File: src/inc/comparator_control_pkg.sv
// constants for the comparator configuration register bank
// assumes a 32-bit apb master on pclk and an analog comparator/ladder outside
// How it works
// - bit 7 picks pin or temperature sensor
// - bit 6 enables reference, drives negative input
// - large package: 4-bit code in 5:2
// - small package: 6-bit code in 5:0
// - large package ignores bits 1:0 for level
// - reset value 0x14, 1.0 V default
// - comparator level kept apart from converter reference
// - one 8-bit rw register at f90, read back
// - result raises interrupt and reaches a pin
package comparator_control_pkg;
	localparam int unsigned ADDR_W = 12;
	localparam int unsigned DATA_W = 32;
	localparam logic [ADDR_W-1:0] CTRL_OFFSET   = 12'hf90;
	localparam logic [ADDR_W-1:0] ROUTE_OFFSET  = 12'hf94;
	localparam logic [ADDR_W-1:0] STATUS_OFFSET = 12'hf98;
	localparam logic [ADDR_W-1:0] MASK_OFFSET   = 12'hf9c;
	localparam logic [7:0] CTRL_RESET = 8'h14;
	localparam int unsigned POS_SEL_BIT = 7;
	localparam int unsigned NEG_SEL_BIT = 6;
	localparam int unsigned LEVEL_HI    = 5;
	localparam int unsigned LEVEL_LO4   = 2;
	localparam logic [3:0] LEVEL4_MAX = 4'h9;
	localparam logic [5:0] LEVEL6_MAX = 6'h24;
	localparam int unsigned EVENT_W   = 3;
	localparam int unsigned EV_RISE   = 0;
	localparam int unsigned EV_FALL   = 1;
	localparam int unsigned EV_BADLVL = 2;
	localparam int unsigned ROUTE_PIN_BIT = 0;
	localparam int unsigned ROUTE_INV_BIT = 1;
	localparam logic [1:0] ROUTE_RESET = 2'h0;
	localparam logic [EVENT_W-1:0] STATUS_RESET = 3'h0;
	localparam logic [EVENT_W-1:0] MASK_RESET   = 3'h0;
endpackage

File: src/rtl/comparator_control.sv
// apb slave holding the comparator configuration and its event flags
// assumes comparator_raw and small_package arrive asynchronously from pins
//
// Chosen here: the APB register port.
`timescale 1ns/1ps
module comparator_control
	import comparator_control_pkg::*;
(
	input  wire logic              pclk,
	input  wire logic              presetn,
	input  wire logic [ADDR_W-1:0] paddr,
	input  wire logic              psel,
	input  wire logic              penable,
	input  wire logic              pwrite,
	input  wire logic [DATA_W-1:0] pwdata,
	output logic      [DATA_W-1:0] prdata,
	output logic                   pready,
	output logic                   pslverr,
	input  wire logic              small_package,
	input  wire logic              comparator_raw,
	output logic                   positive_input_select,
	output logic                   negative_input_select,
	output logic                   reference_enable,
	output logic      [5:0]        reference_level_code,
	output logic                   comparator_pin_out,
	output logic                   comparator_pin_oe,
	output logic                   irq
);

	// effective ladder code; large package pads the two reserved lsbs with zero
	function automatic logic [5:0] level_of(input logic [7:0] val, input logic is_small);
		if (is_small)
			level_of = val[LEVEL_HI:0];
		else
			level_of = {val[LEVEL_HI:LEVEL_LO4], 2'b00};
	endfunction

	function automatic logic level_reserved(input logic [7:0] val, input logic is_small);
		if (is_small)
			level_reserved = val[LEVEL_HI:0] > LEVEL6_MAX;
		else
			level_reserved = val[LEVEL_HI:LEVEL_LO4] > LEVEL4_MAX;
	endfunction

	logic [7:0]         comparator_control;
	logic [1:0]         route;
	logic [EVENT_W-1:0] status;
	logic [EVENT_W-1:0] mask;
	logic               small_meta;
	logic               small_q;
	logic               raw_meta;
	logic               raw_q;
	logic               raw_prev;
	logic [2:0]         raw_fill;
	logic               read_error;
	logic [DATA_W-1:0]  next_prdata;
	logic [EVENT_W-1:0] next_status;

	// decode
	wire setup      = psel & ~penable;
	wire access     = psel & penable;
	wire hit_ctrl   = (paddr == CTRL_OFFSET);
	wire hit_route  = (paddr == ROUTE_OFFSET);
	wire hit_status = (paddr == STATUS_OFFSET);
	wire hit_mask   = (paddr == MASK_OFFSET);
	wire hit_any    = hit_ctrl | hit_route | hit_status | hit_mask;
	wire wr_access  = access & pwrite & hit_any;
	wire wr_ctrl    = wr_access & hit_ctrl;
	wire wr_route   = wr_access & hit_route;
	wire wr_status  = wr_access & hit_status;
	wire wr_mask    = wr_access & hit_mask;

	// events; a result already high at reset must not look like a fresh edge
	wire raw_primed = raw_fill[2];
	wire rise_event = raw_primed & raw_q & ~raw_prev;
	wire fall_event = raw_primed & ~raw_q & raw_prev;
	wire bad_level  = wr_ctrl & level_reserved(pwdata[7:0], small_q);
	wire [EVENT_W-1:0] set_bits = {bad_level, fall_event, rise_event};
	wire [EVENT_W-1:0] clr_bits = wr_status ? pwdata[EVENT_W-1:0] : '0;

	// a set in the same cycle as its clear survives
	assign next_status = (status & ~clr_bits) | set_bits;

	// read data is built in the setup cycle, so zero wait states suffice
	function automatic logic [DATA_W-1:0] read_mux(
		input logic [ADDR_W-1:0]  addr,
		input logic [7:0]         ctrl_v,
		input logic [1:0]         route_v,
		input logic [EVENT_W-1:0] status_v,
		input logic [EVENT_W-1:0] mask_v
	);
		read_mux = '0;
		if (addr == CTRL_OFFSET)
			read_mux = {24'h0, ctrl_v};
		else if (addr == ROUTE_OFFSET)
			read_mux = {30'h0, route_v};
		else if (addr == STATUS_OFFSET)
			read_mux = {29'h0, status_v};
		else if (addr == MASK_OFFSET)
			read_mux = {29'h0, mask_v};
	endfunction

	assign next_prdata = read_mux(paddr, comparator_control, route, status, mask);

	assign pready  = 1'b1;
	assign pslverr = access & read_error;

	// configuration outputs are static levels straight from the register
	assign positive_input_select = comparator_control[POS_SEL_BIT];
	assign negative_input_select = comparator_control[NEG_SEL_BIT];
	assign reference_enable      = comparator_control[NEG_SEL_BIT];
	// private ladder code; no path to the converter reference exists here
	assign reference_level_code  = level_of(comparator_control, small_q);
	assign irq                   = |(status & mask);
	assign comparator_pin_oe     = route[ROUTE_PIN_BIT];

	// package strap and comparator result come from pins
	always_ff @(posedge pclk or negedge presetn) begin
		if (!presetn) begin
			small_meta <= 1'b0;
			small_q    <= 1'b0;
			raw_meta   <= 1'b0;
			raw_q      <= 1'b0;
			raw_prev   <= 1'b0;
			raw_fill   <= 3'h0;
		end else begin
			small_meta <= small_package;
			small_q    <= small_meta;
			raw_meta   <= comparator_raw;
			raw_q      <= raw_meta;
			raw_prev   <= raw_q;
			raw_fill   <= {raw_fill[1:0], 1'b1};
		end
	end

	// write lands on the edge that completes the access phase
	always_ff @(posedge pclk or negedge presetn) begin
		if (!presetn)
			comparator_control <= CTRL_RESET;
		else if (wr_ctrl)
			comparator_control <= pwdata[7:0];
	end

	always_ff @(posedge pclk or negedge presetn) begin
		if (!presetn) begin
			route <= ROUTE_RESET;
			mask  <= MASK_RESET;
		end else begin
			if (wr_route)
				route <= pwdata[1:0];
			if (wr_mask)
				mask <= pwdata[EVENT_W-1:0];
		end
	end

	always_ff @(posedge pclk or negedge presetn) begin
		if (!presetn)
			status <= STATUS_RESET;
		else
			status <= next_status;
	end

	// pin copy is registered; the invert lets an active-low board net work
	always_ff @(posedge pclk or negedge presetn) begin
		if (!presetn)
			comparator_pin_out <= 1'b0;
		else
			comparator_pin_out <= raw_q ^ route[ROUTE_INV_BIT];
	end

	always_ff @(posedge pclk or negedge presetn) begin
		if (!presetn) begin
			prdata     <= '0;
			read_error <= 1'b0;
		end else if (setup) begin
			prdata     <= pwrite ? '0 : next_prdata;
			read_error <= ~hit_any;
		end
	end

	// assertion helpers
	logic seen_clock;
	always_ff @(posedge pclk or negedge presetn) begin
		if (!presetn)
			seen_clock <= 1'b0;
		else
			seen_clock <= 1'b1;
	end
endmodule // comparator_control

File: config.mk
export PLATFORM = sky130hd
export DESIGN_NAME = comparator_control
export DESIGN_NICKNAME = d
export VERILOG_FILES = /design/src/inc/comparator_control_pkg.sv /design/src/rtl/comparator_control.sv
export SDC_FILE = /design/constraint.sdc
export NUM_CORES = 1
export LEC_CHECK = 0
export ABC_AREA = 1
export ABC_CLOCK_PERIOD_IN_PS = 800
export BUFFER_PORTS_ARGS = -buffer_cell sky130_fd_sc_hd__buf_2
export CAP_MARGIN = 10
export CORE_MARGIN = 8
export CORE_UTILIZATION = 40
export DETAILED_ROUTE_END_ITERATION = 12
export GPL_TIMING_DRIVEN = 0
export PLACE_DENSITY = 0.83
export SLEW_MARGIN = 20
export SYNTH_ARGS = -nofsm -noshare
export SYNTH_HDL_FRONTEND = slang
export SYNTH_SLANG_ARGS = --single-unit
File: constraint.sdc
create_clock -name pclk -period 0.8 [get_ports pclk]
set_input_delay 0.12 -clock pclk [delete_from_list [all_inputs] [get_ports pclk]]
set_output_delay 0.12 -clock pclk [all_outputs]
set_load 0.03 [all_outputs]
==> flow_metrics.tcl <==
set metrics [dict create \
    status "finished with violations" \
    violations "hold timing, setup timing" \
    placed_cells 336 \
    rsz0062_at_grt "true" \
    layout_common_cells "buf_4, buf_6, nand2_1" \
    tightest_slew_ps 765 \
    max_stage_delay_ps 550 \
    rrSetupSlack_ps -220 \
    syn_area_um2 1800 \
    cp_common_cell "buf_6" \
    yosys.area.top_type "dfrtp_1" \
    routed_via_density 4.82 \
    endpoint "reference_level_code[4]" \
    rr_worst_depth 6 \
    crit_arrival_ps 1070 \
    grt-ovfl-total 0 \
    postRouteAntennaNets 0 \
    ys_seq_area_share_pct 47.5 \
    synth.top_cell.area_share_pct 44.6 \
    routed.top_layer "met4" \
    firstDrtPassIters 4 \
    place_ws_ps -512 \
    n_antenna_cell 0 \
    cp_max_fo 2 \
    crit_required_ps 680 \
    path_buf_inv 2 \
    cts_tree "yes" \
    layout_min_cycle_time_ps 1190 \
    grt_max_degree 35 \
    avgSynthCellArea_um2 8.43 \
    path_depth 2 \
    intPower_w 0.00267 \
    cts_root_buf "clkbuf_8" \
    maxSlewHeadroom_pct 49.0 \
    syn_inst 213 \
    met3WireLength_um 462 \
    drc 0 \
    final_util_pct 72.4 \
    max_freq_ghz 0.838 \
    worst_slack_ps -393 \
    antenna_found_initial 0 \
    cp-end-kind "output port" \
    synthDistinctLibCells 25 \
    crit_chain "buf_6 -> buf_6" \
    synth_area_leaders "dfrtp_1, nand2_1, buf_4" \
    wl_per_cell_um 16.2 \
    r2r_start "comparator_control[0]" \
    start_util_pct 41.2 \
    ys_ff_latch 34 \
    die_h_um 83.0 \
    multi_input_area_um2 972 \
    cts_buffers 5 \
    clk_pin_slew_ps 80 \
    ctsLongestPathBuffers 2 \
    fill_cells 260 \
    grt_pass1_vias 1793 \
    skew_ps 8.87 \
    dieArea_um2 6890 \
    drt-met1-wl_um 2090 \
    setup_viol 44 \
    num_vias 1865 \
    first_iter_violations 106 \
    rows 24 \
    power_frac_clock_pct 36.3 \
    whs_ps -112 \
    hpwlAfterDp_um 3180 \
    cpLargestDelayFamily "flip-flops" \
    gp_congestion 0.802 \
    hold_class "input pin to async pin" \
    timing.rr.end "prdata[0]" \
    core_um2 4350 \
    grt_pass1_wl_um 8360 \
    hold_buffers 2 \
    grt_usage_pct 14.5 \
    htreeDepth 2 \
    critical_path.startpoint "comparator_control[4]" \
    wl_met2_um 3380 \
    swShare_pct 28.6 \
    ir_worst_vdd_mv 1.39 \
    worstSetupStartpointType "register" \
    num_io_pins 97 \
    fin_crit_sh_pct 149 \
    drv_slew 0 \
    finish.net_count 385 \
    io_buffers 47 \
    final_common_cell "buf_4" \
    finalHoldViolations 32 \
    maxCapViolCount 0 \
    pwr-share-comb_pct 16.6 \
    wl_um 6260 \
    p_per_area_nw_per_um2 1190 \
    cpMaxStageDelayCell "dfstp_2" \
    p_sw_w 0.00107 \
    drive_gt1_share_pct 60.9 \
    final_cells 387 \
    p_leak_nw 1.74 \
    worstSetupPathType "register to output port" \
    regArea_um2 855 \
    worstSkewPairLatency_ps 300 \
    cts.sinks 34 \
    syn_to_final_growth_pct 75.7 \
    die_w_um 83.0 \
    p_seq_share_pct 47.1 \
    synth_warnings 0 \
]
[timing repair]
| action | 4_1_cts | 5_1_grt |
|---|---|---|
| hold endpoints to repair | 34 | 32 |
| pin swaps | 26 | 24 |
| setup endpoints to repair | 45 | 46 |
| setup buffers | 27 | 19 |
| gates cloned | 1 | 1 |
| resized for setup | 87 | 52 |
[synth_stat cells]
library cell  number
nand2_1           64
nand2_4            2
buf_2              1
nor2_1            10
o21ai_1            3
o21ai_2            5
nor2_8             1
buf_6              1
inv_2              1
dfstp_2            2
dfrtp_1           32
o211ai_1           1
nand3_1           19
conb_1             2
nor2_2             1
nand4_1            1
nor3_2             1
buf_4             30
nand2_2            3
o21ai_0            8
xor2_1             1
nor3_1             1
nand3b_1           1
nor2_4             3
inv_1             19
[area by class of cell]
| type | instances | share of cell area (%) |
|---|---|---|
| multi-input cells | 151 | 30.8 |
| flip-flops and latches | 34 | 27.1 |
| repair buffers | 92 | 26.7 |
| plain buffers | 30 | 7.97 |
| clock buffers | 7 | 2.74 |
| inverters | 20 | 2.46 |
| well taps | 52 | 2.06 |
| clock inverters | 1 | 0.159 |
[stage by stage]
stage | power (W) | hold WS, ps | setup TNS, ps | cell area, µm²
final | 0.00374 | -112 | -9000 | 3150
after global routing | 0.00389 | -57.9 | -10250 | 3150
after CTS | 0.00364 | -69.1 | -6130 | 2830
after detailed placement | 0.00230 | 229 | -10720 | 2240
after global placement | 0.00228 | 221 | -9970 | 2240
after floorplan | 0.00215 | -176 | -4040 | 1940
[power groups by stage]
stage	clock network [W]	logic, W	registers (W)
global placement	0	0.000495	0.00179
finish	0.00136	0.000620	0.00176
floorplan	0	0.000353	0.00180
detailed placement	0	0.000504	0.00179
global route	0.00146	0.000666	0.00176
CTS	0.00132	0.000562	0.00176
[layer usage]
metal  track usage (%)  vias to the layer above
li1                  -                      852
met5                 0                        -
met2              26.0                       90
met4              4.95                        0
met3              5.66                       30
met1              14.9                      893
[registers in the layout, indices dropped and copies added (netlist names), 2 cells and up]
register            flops
comparator_control      8
prdata                  8
mask                    3
raw_fill                3
status                  3
route                   2
[logic make-up (layout without fill, tap and decap cells)]
logic type	count (synthesis)	in the layout	share of synthesized area (%)
and+or+nand+nor	107	107	28.0
DFF	34	34	47.5
other	2	26	0.418
buffers and inverters	52	150	17.6
xor gates and xnor gates	1	1	0.488
AOI/OAI and AO/OA	17	17	5.92
[worst min path at each step]
stage	from	to	slack, ps	depth (start not counted)
after floorplan	presetn	comparator_control[0]	-180	0
after global placement	presetn	small_meta	220	1
after detailed placement	presetn	small_meta	230	1
after CTS	presetn	raw_fill[0]	-70	1
after global routing	presetn	status[2]	-60	1
final	presetn	status[2]	-110	1
[worst register-to-register path, stage by stage, from the launching register on]
cell and delay [ps]:
dfrtp_1 410, buf_6 130, nand3b_1 150, nand2_1 70
nor2_1 40, nand2_1 60, nand2_1 50
Power figures use the tool's default switching activity.
